**config.mk**
```make
export PLATFORM = sky130hd
export DESIGN_NAME = frs_frequency_selector
export DESIGN_NICKNAME = d
export VERILOG_FILES = /design/src/rtl/frs_pulse_meter.v /design/src/rtl/frs_frequency_selector.v
export VERILOG_INCLUDE_DIRS = /design/src /design/src/rtl
export SDC_FILE = /design/constraint.sdc
export NUM_CORES = 2
export LEC_CHECK = 0
export BUFFER_PORTS_ARGS = -buffer_cell sky130_fd_sc_hd__buf_2
export CORE_AREA = 2 2 429 431
export CTS_BUF_LIST = sky130_fd_sc_hd__clkbuf_8
export DETAILED_ROUTE_END_ITERATION = 7
export DIE_AREA = 0 0 431 433
export PLACE_DENSITY = 0.68
export SLEW_MARGIN = 15
export SYNTH_ARGS = -nofsm -noshare
export SYNTH_HDL_FRONTEND = slang
export SYNTH_SLANG_ARGS = --single-unit
```
**constraint.sdc**
```tcl
create_clock -name mclk -period 52.1 [get_ports mclk]
set_input_delay 2.605 -clock mclk [delete_from_list [all_inputs] [get_ports mclk]]
set_output_delay 2.605 -clock mclk [all_outputs]
set_load 0.02 [all_outputs]
```
**src/rtl/frs_defs.vh**
```
// Constants for the frequency reference selector
`ifndef FRS_DEFS_VH
`define FRS_DEFS_VH
`define FRS_FW            16
`define FRS_CH_PANEL      2'h0
`define FRS_CH_TERM       2'h1
`define FRS_CH_HOST       2'h2
`define FRS_SRC_VOLATILE  4'h0
`define FRS_SRC_RETAINED  4'h1
`define FRS_SRC_VAIN      4'h2
`define FRS_SRC_SAIN      4'h3
`define FRS_SRC_KNOB      4'h4
`define FRS_SRC_PULSE     4'h5
`define FRS_SRC_MULTI     4'h6
`define FRS_SRC_SEQ       4'h7
`define FRS_SRC_PID       4'h8
`define FRS_SRC_COMM      4'h9
`define FRS_UNIT_X        4'h0
`define FRS_UNIT_COMB     4'h1
`define FRS_UNIT_XY       4'h2
`define FRS_UNIT_XXY      4'h3
`define FRS_UNIT_YXY      4'h4
`define FRS_OP_ADD        4'h0
`define FRS_OP_SUB        4'h1
`define FRS_OP_MAX        4'h2
`define FRS_OP_MIN        4'h3
`define FRS_CURVES        5
`define FRS_STEPS         16
`define FRS_CLK_HZ        50000000
`define FRS_GATE_MS       10
`define FRS_GATE_CYC      (`FRS_CLK_HZ / 1000 * `FRS_GATE_MS)
`define FRS_PULSE_MAX_HZ  100000
`define FRS_PULSE_FS      (`FRS_PULSE_MAX_HZ * `FRS_GATE_MS / 1000)
`define FRS_UPDN_MS       20
`define FRS_UPDN_CYC      (`FRS_CLK_HZ / 1000 * `FRS_UPDN_MS)
`define FRS_SEQ_TICK_MS   100
`define FRS_SEQ_TICK_CYC  (`FRS_CLK_HZ / 1000 * `FRS_SEQ_TICK_MS)
`endif

```
**src/rtl/frs_pulse_meter.v**
```verilog
// Pulse rate meter on the pulse-capable digital input
`timescale 1ns/1ns
`include "frs_defs.vh"
module frs_pulse_meter #(
   parameter GATE_CYC = `FRS_GATE_CYC
) (
   input  wire        mclk,
   input  wire        rst_n,
   input  wire        pulseIn,
   output reg  [15:0] pulseCount_q,
   output reg         countValid_q
);
   reg  [1:0]  syncQ;
   reg         lastQ;
   reg  [15:0] edgeCntQ;
   reg  [31:0] gateCntQ;
   wire        rise = syncQ[1] & ~lastQ;
   wire        gateEnd = (gateCntQ == GATE_CYC - 1);

   // Two stages before any edge logic; pin is asynchronous
   always @(posedge mclk or negedge rst_n) begin
      if (!rst_n) begin
         syncQ        <= 2'h0;
         lastQ        <= 1'b0;
         edgeCntQ     <= 16'h0;
         gateCntQ     <= 32'h0;
         pulseCount_q <= 16'h0;
         countValid_q <= 1'b0;
      end else begin
         syncQ        <= {syncQ[0], pulseIn};
         lastQ        <= syncQ[1];
         countValid_q <= gateEnd;
         if (gateEnd) begin
            gateCntQ     <= 32'h0;
            pulseCount_q <= edgeCntQ + {15'h0, rise};
            edgeCntQ     <= 16'h0;
         end else begin
            gateCntQ <= gateCntQ + 32'h1;
            // Saturate rather than wrap, except that an edge in the gate-end cycle wraps a saturated count to 0
            if (rise && edgeCntQ != 16'hffff)
               edgeCntQ <= edgeCntQ + 16'h1;
         end
      end
   end
endmodule // frs_pulse_meter

```
**src/rtl/frs_frequency_selector.v**
```verilog
// Frequency reference selector: command channel, X/Y sources and combination
// What this block does
// Channel 1: run, direction and jog come only from input terminals
// Channel 2: run and direction come from the serial host
// Source setting defaults 00; units 0 uses X alone
// Units 1: target is X combined with Y per tens digit
// Units 2: X when switch terminal inactive, Y when active
// Units 3: X when switch inactive, combination when active
// Units 4: Y when switch inactive, combination when active
// Tens 0: combination is X plus Y
// Tens 1: combination is X minus Y
// Tens 2: combination is operand with larger magnitude
// Tens 3: combination is operand with smaller magnitude
// Source codes 0..9 map to the ten listed inputs, default 0
// Volatile digital starts at preset, steps up/down, preset after power-up
// Retained digital restores last value after power-up, still adjustable
// Pulse source measured only on third input, 0 to 100 kHz
// Full-scale pulse rate maps linearly to maximum frequency
// Multi-speed decodes four terminals into sixteen stored percentages
// Each analog input uses one of five selectable curves; select codes 5 to 7 bypass the curves at unity gain
// Sequencer steps up to sixteen steps, own duration and ramp select
// Combined targets get the configured offset frequency added
// Main and auxiliary sources must not share a code; a shared code is only flagged on configError_q
// Channel 0: run and stop/reset come only from panel buttons
// Target is clamped to plus or minus maximum frequency
`timescale 1ns/1ns
`include "frs_defs.vh"
module frs_frequency_selector #(
   parameter GATE_CYC = `FRS_GATE_CYC,
   parameter UPDN_CYC = `FRS_UPDN_CYC,
   parameter TICK_CYC = `FRS_SEQ_TICK_CYC
) (
   input  wire         mclk,
   input  wire         rst_n,
   input  wire [1:0]   commandChannelSelect,
   input  wire [7:0]   frequencySourceCombine,
   input  wire [3:0]   mainSourceSelect,
   input  wire [3:0]   auxSourceSelect,
   input  wire [15:0]  presetFrequency,
   input  wire [15:0]  maximumFrequency,
   input  wire [15:0]  combineOffsetFrequency,
   input  wire         digitalFrequencyRetentionSelect,
   input  wire [5:0]   analogCurveSelect,
   input  wire [15:0]  retainedFrequency,
   input  wire         panelRun,
   input  wire         panelStop,
   input  wire         runForwardInput,
   input  wire         runReverseInput,
   input  wire         jogForwardInput,
   input  wire         jogReverseInput,
   input  wire         hostRun,
   input  wire         hostReverse,
   input  wire         hostStop,
   input  wire         upKey,
   input  wire         downKey,
   input  wire         freqSwitchInput,
   input  wire [3:0]   speedSelectInput,
   input  wire         pulseCapableDigitalInput,
   input  wire [15:0]  voltageAnalogInput,
   input  wire [15:0]  secondAnalogInput,
   input  wire [15:0]  panelKnob,
   input  wire [15:0]  pidOutput,
   input  wire [15:0]  commFrequency,
   input  wire [255:0] multiSpeedTable,
   input  wire [255:0] seqStepTable,
   input  wire [255:0] seqDurationTable,
   input  wire [31:0]  seqRampTable,
   input  wire [3:0]   seqLastStep,
   input  wire [79:0]  curveGain,
   output reg          runCmd_q,
   output reg          reverseCmd_q,
   output reg          jogCmd_q,
   output reg          stopResetCmd_q,
   output reg  [1:0]   seqRampSel_q,
   output reg  [15:0]  digitalFrequency_q,
   output reg          configError_q,
   output reg  [16:0]  targetFrequency_q
);
   reg  [1:0]  syncA;
   reg  [1:0]  syncB;
   reg  [1:0]  syncC;
   reg  [1:0]  syncD;
   reg  [1:0]  syncE;
   reg  [1:0]  syncF;
   reg  [1:0]  syncG;
   reg  [1:0]  syncUp;
   reg  [1:0]  syncDn;
   reg  [1:0]  syncSw;
   reg  [7:0]  syncSpd;
   reg         initDone_q;
   reg  [31:0] updnCnt_q;
   reg  [3:0]  seqIdx_q;
   reg  [31:0] tickCnt_q;
   reg  [15:0] seqTime_q;
   wire [15:0] pulseCount;
   wire        pulseValid;
   reg  [15:0] pulseFreq_q;
   wire [15:0] vaCurved;
   wire [15:0] saCurved;
   wire [15:0] srcVal [0:9];
   wire [3:0]  unitDigit = frequencySourceCombine[3:0];
   wire [3:0]  tensDigit = frequencySourceCombine[7:4];
   wire        swAct     = syncSw[1];
   // Full-scale edge count follows the gate length, so a shortened gate
   // still maps the top rate to maximum frequency; the gate must span
   // at least one period of the top rate
   localparam PULSE_FS = GATE_CYC / (`FRS_CLK_HZ / `FRS_PULSE_MAX_HZ);
   wire [31:0] pulseScaled = ({16'h0, pulseCount} * {16'h0, maximumFrequency}) / PULSE_FS;

   frs_pulse_meter #(
      .GATE_CYC (GATE_CYC)
   ) uPulse (
      .mclk         (mclk),
      .rst_n        (rst_n),
      .pulseIn      (pulseCapableDigitalInput),
      .pulseCount_q (pulseCount),
      .countValid_q (pulseValid)
   );

   // Curve gain in 1/256 steps per curve; one per analog input
   function [15:0] applyCurve;
      input [15:0] v;
      input [2:0]  sel;
      input [79:0] gains;
      reg   [15:0] g;
      reg   [31:0] p;
      begin
         g = (sel < `FRS_CURVES) ? gains[sel*16 +: 16] : 16'h0100;
         p = v * g;
         applyCurve = (p[31:24] != 8'h0) ? 16'hffff : p[23:8];
      end
   endfunction

   // Scale a 0..10000 (0.01 %) step value to maximum frequency
   function [15:0] pctOfMax;
      input [15:0] pct;
      input [15:0] fmax;
      reg   [31:0] p;
      reg   [31:0] q;
      begin
         p = pct * fmax;
         q = p / 32'd10000;
         pctOfMax = q[15:0];
      end
   endfunction

   assign vaCurved = applyCurve(voltageAnalogInput, analogCurveSelect[2:0], curveGain);
   assign saCurved = applyCurve(secondAnalogInput, analogCurveSelect[5:3], curveGain);

   // Source code table
   assign srcVal[0] = digitalFrequency_q;
   assign srcVal[1] = digitalFrequency_q;
   assign srcVal[2] = vaCurved;
   assign srcVal[3] = saCurved;
   assign srcVal[4] = panelKnob;
   assign srcVal[5] = pulseFreq_q;
   assign srcVal[6] = pctOfMax(multiSpeedTable[syncSpd[7:4]*16 +: 16], maximumFrequency);
   assign srcVal[7] = pctOfMax(seqStepTable[seqIdx_q*16 +: 16], maximumFrequency);
   assign srcVal[8] = pidOutput;
   assign srcVal[9] = commFrequency;

   wire [15:0] xVal = (mainSourceSelect <= `FRS_SRC_COMM) ? srcVal[mainSourceSelect] : 16'h0;
   wire [15:0] yVal = (auxSourceSelect <= `FRS_SRC_COMM) ? srcVal[auxSourceSelect] : 16'h0;
   // Spare top bits keep a full-scale sum plus offset from reading as negative
   wire [18:0] xs   = {3'h0, xVal};
   wire [18:0] ys   = {3'h0, yVal};

   // Sources are unsigned here, so the magnitude compare is a plain compare
   reg [18:0] combRaw;
   always @* begin
      case (tensDigit)
         `FRS_OP_ADD: combRaw = xs + ys;
         `FRS_OP_SUB: combRaw = xs - ys;
         `FRS_OP_MAX: combRaw = (xVal >= yVal) ? xs : ys;
         `FRS_OP_MIN: combRaw = (xVal <= yVal) ? xs : ys;
         default:     combRaw = xs;
      endcase
   end
   wire [18:0] combVal = combRaw + {3'h0, combineOffsetFrequency};

   reg [18:0] pick;
   always @* begin
      case (unitDigit)
         `FRS_UNIT_X:    pick = xs;
         `FRS_UNIT_COMB: pick = combVal;
         `FRS_UNIT_XY:   pick = swAct ? ys : xs;
         `FRS_UNIT_XXY:  pick = swAct ? combVal : xs;
         `FRS_UNIT_YXY:  pick = swAct ? combVal : ys;
         default:        pick = xs;
      endcase
   end

   // Clamp both ways; bit 18 set means the difference went negative
   wire [18:0] fmax  = {3'h0, maximumFrequency};
   wire        neg   = pick[18];
   wire [18:0] mag   = neg ? (19'h0 - pick) : pick;
   wire [18:0] magC  = (mag > fmax) ? fmax : mag;
   wire [16:0] tgtD  = neg ? (17'h0 - magC[16:0]) : magC[16:0];

   // Both keys held together cancel, so the value neither climbs nor falls
   wire upHold = syncUp[1] & ~syncDn[1];
   wire dnHold = syncDn[1] & ~syncUp[1];

   always @(posedge mclk or negedge rst_n) begin
      if (!rst_n) begin
         syncA <= 2'h0; syncB <= 2'h0; syncC <= 2'h0; syncD <= 2'h0;
         syncE <= 2'h0; syncF <= 2'h0; syncG <= 2'h0;
         syncUp <= 2'h0; syncDn <= 2'h0; syncSw <= 2'h0; syncSpd <= 8'h0;
         initDone_q         <= 1'b0;
         updnCnt_q          <= 32'h0;
         seqIdx_q           <= 4'h0;
         tickCnt_q          <= 32'h0;
         seqTime_q          <= 16'h0;
         pulseFreq_q        <= 16'h0;
         digitalFrequency_q <= 16'h0;
         runCmd_q           <= 1'b0;
         reverseCmd_q       <= 1'b0;
         jogCmd_q           <= 1'b0;
         stopResetCmd_q     <= 1'b0;
         seqRampSel_q       <= 2'h0;
         configError_q      <= 1'b0;
         targetFrequency_q  <= 17'h0;
      end else begin
         syncA   <= {syncA[0], panelRun};
         syncB   <= {syncB[0], panelStop};
         syncC   <= {syncC[0], runForwardInput};
         syncD   <= {syncD[0], runReverseInput};
         syncE   <= {syncE[0], jogForwardInput};
         syncF   <= {syncF[0], jogReverseInput};
         syncG   <= {syncG[0], hostRun};
         syncUp  <= {syncUp[0], upKey};
         syncDn  <= {syncDn[0], downKey};
         syncSw  <= {syncSw[0], freqSwitchInput};
         syncSpd <= {syncSpd[3:0], speedSelectInput};
         // Each channel owns the command outputs alone
         case (commandChannelSelect)
            `FRS_CH_PANEL: begin
               runCmd_q       <= syncA[1] & ~syncB[1];
               reverseCmd_q   <= 1'b0;
               jogCmd_q       <= 1'b0;
               stopResetCmd_q <= syncB[1];
            end
            `FRS_CH_TERM: begin
               runCmd_q       <= syncC[1] ^ syncD[1];
               reverseCmd_q   <= syncD[1] | (syncF[1] & ~syncE[1]);
               jogCmd_q       <= ~(syncC[1] | syncD[1]) & (syncE[1] ^ syncF[1]);
               stopResetCmd_q <= 1'b0;
            end
            // Stop and reverse come from same-clock host logic, no sync stage
            `FRS_CH_HOST: begin
               runCmd_q       <= syncG[1] & ~hostStop;
               reverseCmd_q   <= hostReverse;
               jogCmd_q       <= 1'b0;
               stopResetCmd_q <= hostStop;
            end
            default: begin
               runCmd_q       <= 1'b0;
               reverseCmd_q   <= 1'b0;
               jogCmd_q       <= 1'b0;
               stopResetCmd_q <= 1'b0;
            end
         endcase
         // Start value caught after reset release, never under reset
         if (!initDone_q) begin
            initDone_q <= 1'b1;
            digitalFrequency_q <= (mainSourceSelect == `FRS_SRC_RETAINED ||
                                   auxSourceSelect == `FRS_SRC_RETAINED)
                                  ? retainedFrequency : presetFrequency;
         end else if (digitalFrequencyRetentionSelect && !runCmd_q) begin
            digitalFrequency_q <= presetFrequency;
         end else if (upHold || dnHold) begin
            if (updnCnt_q == UPDN_CYC - 1) begin
               updnCnt_q <= 32'h0;
               if (upHold && digitalFrequency_q < maximumFrequency)
                  digitalFrequency_q <= digitalFrequency_q + 16'h1;
               else if (dnHold && digitalFrequency_q != 16'h0)
                  digitalFrequency_q <= digitalFrequency_q - 16'h1;
            end else
               updnCnt_q <= updnCnt_q + 32'h1;
         end else
            updnCnt_q <= 32'h0;
         // Linear map, full scale rate gives maximum frequency
         if (pulseValid)
            pulseFreq_q <= (pulseCount >= PULSE_FS) ? maximumFrequency : pulseScaled[15:0];
         // Sequencer advances on a slow tick enable
         if (tickCnt_q == TICK_CYC - 1) begin
            tickCnt_q <= 32'h0;
            if (seqTime_q + 16'h1 >= seqDurationTable[seqIdx_q*16 +: 16]) begin
               seqTime_q <= 16'h0;
               seqIdx_q  <= (seqIdx_q >= seqLastStep) ? 4'h0 : seqIdx_q + 4'h1;
            end else
               seqTime_q <= seqTime_q + 16'h1;
         end else
            tickCnt_q <= tickCnt_q + 32'h1;
         seqRampSel_q      <= seqRampTable[seqIdx_q*2 +: 2];
         // Flag only: with a shared code both operands read the same source
         configError_q     <= (mainSourceSelect == auxSourceSelect);
         targetFrequency_q <= tgtD;
      end
   end
endmodule // frs_frequency_selector

```
# Word-level counts from Yosys, hierarchy flattened
# Cells that the tools add are included.
# word_totals
word_cells,170
output_inout_bits,40
input_bits,1072
regBits,237
# classes
order_cmp,13
n_div,3
mul,5
shifts,6
n_mux,42
addsub,14
reduce_logical,16
bitwise_logic,21
eq_ne,19
# op_table
operator,count
$shiftx A256 B9 Y16,3
$mux W16,24
$mul A16 B16 Y32,5
$shiftx A80 B8 Y16,2
$pmux W19 S4,2
$bmux W16 S4,2
$mux W32,4
$add A32 B1 Y32 const B,3
$div A32 B14 Y32 const B,2
$mux W19,3
$add A16 B1 Y16 const B,3
$mux W17,2
$div A32 B10 Y32 const B,1
$eq A32 B19 Y1 const B,1
$eq A32 B20 Y1 const B,1
$eq A32 B23 Y1 const B,1
$ge A16 B16 Y1,2
$shiftx A32 B6 Y2,1
$add A19 B16 Y19,1
$gt A19 B16 Y1,1
$sub A1 B19 Y19 const A,1
$add A16 B16 Y17,1
$sub A1 B17 Y17 const A,1
$sub A16 B16 Y17,1
38 further kinds,71

# Logic depth before layout (Yosys ltp)
# logic_depth
depth_word,21
ltp_mapped,164
mapped_depth_nobuf,144

# Hierarchy
# Synthesis repeated with hierarchy kept, for this count alone.
# hier_totals
hier_cells,10603
area_unflattened_um2,89464.6
# modules_own_cells
mod,cells_per_inst,seq_area_each_um2,n_inst,area_each_um2
frs_frequency_selector,10278,4229.1,1,85932.4
frs_pulse_meter,325,1701.6,1,3532.1

# Worst setup path before layout
# OpenSTA, ideal clock, no wires.
# synth_timing
kind,input to register
from,in seqStepTable[247]
to,reg targetFrequency_q[14]
t_arrival_ns,32.991
setup_time_ns,0.080
n_path_buf,9
setup_slack_ns,19.029
t_required_ns,52.020
cell_stages,150
cell_sequence,mux4_2 mux4_2 clkbuf_1 and2_1 fa_1 fa_1 inv_1 fa_1 inv_1 fa_1 fa_1 inv_1 fa_1 inv_1 ha_1 clkbuf_8 nand3_4 a2111oi_2 [... 114 more ...] o21ai_0 nor2_1 o21ai_0 a221oi_1 a41o_2 nand3_1 clkbuf_8 clkbuf_8 nor2_1 or2_2 inv_1 ha_1 inv_1 nor2_1 and2_2 and3b_2 a41oi_1 xnor2_1
# synth_via
elab_chain_len,19
elab_cells_between_ends,29
cone_classes,5 x add/sub; 1 x mul; 1 x div; 3 x order compare; 1 x shift; 18 x mux
# synth_rtl
element,line_no,text
start: declaration,frs_frequency_selector.v:65,"input wire [255:0] seqStepTable,"
$shiftx A256 B9 Y16 *,frs_frequency_selector.v:158,"assign srcVal[7] = pctOfMax(seqStepTable[seqIdx_q*16 +: 16], maximumFrequency);"
$mul A16 B16 Y32 *,frs_frequency_selector.v:141,p = pct * fmax;
$div A32 B14 Y32 *,frs_frequency_selector.v:142,q = p / 32'd10000;
$bmux W16 S4 (on tied branches),"frs_frequency_selector.v:162, frs_frequency_selector.v:163",
$mux W16 (on tied branches) (3 in series),"frs_frequency_selector.v:162, frs_frequency_selector.v:163",
$le A16 B16 Y1 or $ge A16 B16 Y1 (tied branches),"frs_frequency_selector.v:175, frs_frequency_selector.v:174",
$mux W16 (on tied branches),"frs_frequency_selector.v:175, frs_frequency_selector.v:174",
$pmux W19 S4,frs_frequency_selector.v:171,case (tensDigit)
[... 3 more ...],-,
$sub A1 B19 Y19,frs_frequency_selector.v:196,wire [18:0] mag = neg ? (19'h0 - pick) : pick;
$mux W19 *,frs_frequency_selector.v:196,
$gt A19 B16 Y1,frs_frequency_selector.v:197,wire [18:0] magC = (mag > fmax) ? fmax : mag;
$mux W17 *,frs_frequency_selector.v:197,
via magC[0],frs_frequency_selector.v:197,
$sub A1 B17 Y17 *,frs_frequency_selector.v:198,wire [16:0] tgtD = neg ? (17'h0 - magC[16:0]) : magC[16:0];
$mux W17 *,frs_frequency_selector.v:198,
via tgtD[14],frs_frequency_selector.v:198,
end signal: assignment,frs_frequency_selector.v:298,targetFrequency_q <= tgtD;
end: declaration,frs_frequency_selector.v:77,output reg [16:0] targetFrequency_q
# The timed path passes the listed nets; every way through them passes the cells marked *. The select of a mux whose other input is x is not followed.
# A chain may end at the register's enable or synchronous reset.

# Worst setup path after layout
# layout_timing
from,in multiSpeedTable[115]
to,reg targetFrequency_q[14]
# layout_via
elab_chain_len,19
elab_cells_between_ends,29
cone_classes,5 x add/sub; 1 x mul; 1 x div; 3 x order compare; 1 x shift; 18 x mux
# layout_rtl
element,line_no,text
start: declaration,frs_frequency_selector.v:64,"input wire [255:0] multiSpeedTable,"
$shiftx A256 B9 Y16 *,frs_frequency_selector.v:157,"assign srcVal[6] = pctOfMax(multiSpeedTable[syncSpd[7:4]*16 +: 16], maximumFrequency);"
$mul A16 B16 Y32 *,frs_frequency_selector.v:141,
$div A32 B14 Y32 *,frs_frequency_selector.v:142,
$bmux W16 S4 (on tied branches),"frs_frequency_selector.v:162, frs_frequency_selector.v:163",
$mux W16 (on tied branches) (3 in series),"frs_frequency_selector.v:162, frs_frequency_selector.v:163",
$le A16 B16 Y1 or $ge A16 B16 Y1 (tied branches),"frs_frequency_selector.v:175, frs_frequency_selector.v:174",
$mux W16 (on tied branches),"frs_frequency_selector.v:175, frs_frequency_selector.v:174",
$pmux W19 S4,frs_frequency_selector.v:171,
[... 3 more ...],-,
$sub A1 B19 Y19,frs_frequency_selector.v:196,
$mux W19 *,frs_frequency_selector.v:196,
$gt A19 B16 Y1,frs_frequency_selector.v:197,
$mux W17 *,frs_frequency_selector.v:197,
via magC[0],frs_frequency_selector.v:197,
$sub A1 B17 Y17 *,frs_frequency_selector.v:198,
$mux W17 *,frs_frequency_selector.v:198,
via tgtD[14],frs_frequency_selector.v:198,
# Marks and branches as above.

==> qor.txt <==
hold endpoint: syncUp[1]$_DFF_PN0_
Synth area leaders: fa_1, ha_1, mux4_2, dfrtp_1, nand2_1
Yosys cell types: 199
nets: 14000
clk_skew: 0.114 ns
Tcrit/Tclk final: 82.1%
HP Start: syncUp[0]$_DFF_PN0_
DR WL/cell: 27.4 um
initial antenna violation count: 135
vias: 88500
crit end category: flop
post-synth top area cell: fa_1
FF-to-FF setup slack: 9.86 ns
CP Max Fanout: 35
ys flop type: dfrtp_1
H-tree Lvls: 2
ANT nets after route: 0
final WL: 387000 um
CP most frequent cell: nor2_1
Worst-path clk slew: 0.07 ns
share of layout cells above drive strength 1: 19.4%
Yosys warning total: 0
CP Data Required Time: 52.73 ns
CTS tree: yes
clk buf depth: 3
DRC viols: 0
drt pass-1 iters: 6
largest net degree at the start of global routing: 75
commonest cells after routing, fill and taps aside: nand2_1, inv_1, buf_2, fa_1, ha_1
Final Hold Viols: 0
R2R Path End: targetFrequency_q[14]$_DFF_PN0_
commonest non-fill, non-tap cell in the layout: nand2_1
die width: 431 um
vias in the first global route: 86200
GRT Residual Overflow: 0
WHS: 0.337 ns
status: completed
core outline area: 182000 sq um
post-CTS sizing: 0
root buffer cell: clkbuf_8
port bufs: 1111
number of synthesized flops with an enable pin: 0
final worst slack: 9.32 ns
area delta synth->final: 10.1%
post-synthesis cell area: 90300 sq um
worst slew pin tran: 1.24 ns
setup bufs post-CTS: 0
cts hold-fix bufs: 0
min-delay worst type: flop to flop
Avg Synthesized Cell Area: 8.59 sq um
GPL Wtd Cong: 1.08
max-cap violations: 0
Worst-Skew Late Latency: 0.79 ns
CTS buffer count: 46
# placed instances: 13600
Setup Slack @ Placement: 9.71 ns
max-slew violations: 0
GRT Util Overall: 40.6%
initial DRC count: 8044
die area: 187000 sq um
min cycle time layout: 42.78 ns
Yosys reg bits: 237
Initial Util: 49.6%
Post-Syn Instances: 10500
Setup violations, final: 0
worst r2r path cells: 139
Arr. time, crit path: 43.41 ns
Worst R2R Start: syncSpd[4]$_DFF_PN0_
IO Count: 1112
setup_tns: 0 ns
Critical Path Source Type: input pin
clock sinks: 237
Vias/cell: 6.25
DP Wirelength: 322000 um
Syn Nets: 13200
FMAX: 0.0234 GHz
FP Rows: 157
RSZ-0062 raised after global routing: no
Synth top area share: 21.5%
Finished Layout Cells: 14100
async set or reset register ratio after synthesis: 100%
first-pass GRT wire length: 564000 um
worst relative slew slack: 17.5%
Crit Path Category: input pin to flop
sequential share of the synthesized area: 6.57%
CP max stage delay: 0.94 ns
hold depth: 0
Die Y-Extent: 433 um
slowest CP cell: o22ai_2
## Yosys cell counts (all sizes together), types with 35 or more instances
cell,n
dfrtp,237
clkbuf,384
o211ai,112
a22oi,54
nor3,175
a211o,45
nand4,89
a31oi,104
o21a,82
a22o,41
and3,105
buf,115
a21oi,474
and2,579
xor2,159
nor4,70
nand3,232
o21bai,57
nor2,501
mux4,306
xnor2,378
nor2b,147
nand2,1245
or2,55
ha,647
inv,1223
nand2b,80
o22ai,67
a2111oi,35
or3,77
mux2,69
o31ai,55
o21ai,511
mux2i,168
a211oi,98
a21o,133
fa,972
## worst max path at each step
stage | start | endpoint
final | multiSpeedTable[115] | targetFrequency_q[14]$_DFF_PN0_
after global routing | multiSpeedTable[115] | targetFrequency_q[14]$_DFF_PN0_
after CTS | multiSpeedTable[115] | targetFrequency_q[14]$_DFF_PN0_
after detailed placement | multiSpeedTable[115] | targetFrequency_q[14]$_DFF_PN0_
after global placement | multiSpeedTable[115] | targetFrequency_q[14]$_DFF_PN0_
after floorplan | seqStepTable[247] | targetFrequency_q[14]$_DFF_PN0_
## layout make-up
type,instances,area (sq um)
diodes,446,1120
clock buffers,56,771
clock inverters,29,299
fillers,16900,82700
inverters,1227,4610
multi-input cells,8550,77300
flip-flops and latches,237,5950
well taps,2385,2980
repair buffers,1218,6380
## routing by layer
layer | routed length (um) | up-vias | track usage (%)
met3 | 31100 | 1115 | 7.83
met1 | 136000 | 43900 | 46.0
li1 | - | 38800 | -
met4 | 44500 | 24 | 41.4
met2 | 176000 | 4666 | 63.1
met5 | 152 | - | 0
## sequential cells by signal, indices dropped and copies added (netlist names), 4 cells and up
signal and flops:
pulseFreq_q 16, uPulse.pulseCount_q 16, seqIdx_q 4, syncSpd 8, targetFrequency_q 17, tickCnt_q 32, seqTime_q 16, digitalFrequency_q 16
updnCnt_q 32, uPulse.gateCntQ 32, uPulse.edgeCntQ 16
## per-stage QoR
stage	cell area, sq um	util (%)
final	99400	54.6
after global routing	99200	54.5
after CTS	98300	54.0
after detailed placement	97200	53.4
after global placement	97200	53.4
after floorplan	90300	-
## critical path: cells and delay by family
family                   cells  cell delay (ns)
AO/OA/AOI/OAI               60            18.27
AND/OR/NAND/NOR             44             9.11
adder cells (fa/ha/maj)     11             4.80
multiplexers                 8             4.29
XOR/XNOR                     8             2.93
buffers and inverters        9             1.25
## kinds of logic after synthesis
family	Yosys count	share of synthesized area, %
buffers and inverters	1728	7.85
other	1	0.00415
muxes	543	10.5
adders and majority gates	1648	30.8
and+or+nand+nor	3476	19.6
AOI/OAI and AO/OA	2345	19.1
xor gates and xnor gates	537	5.56
DFF	237	6.57
Power is left out: the tool's default activity adds up to more than one toggle a clock period on the data nets, which glitch-free logic cannot reach.
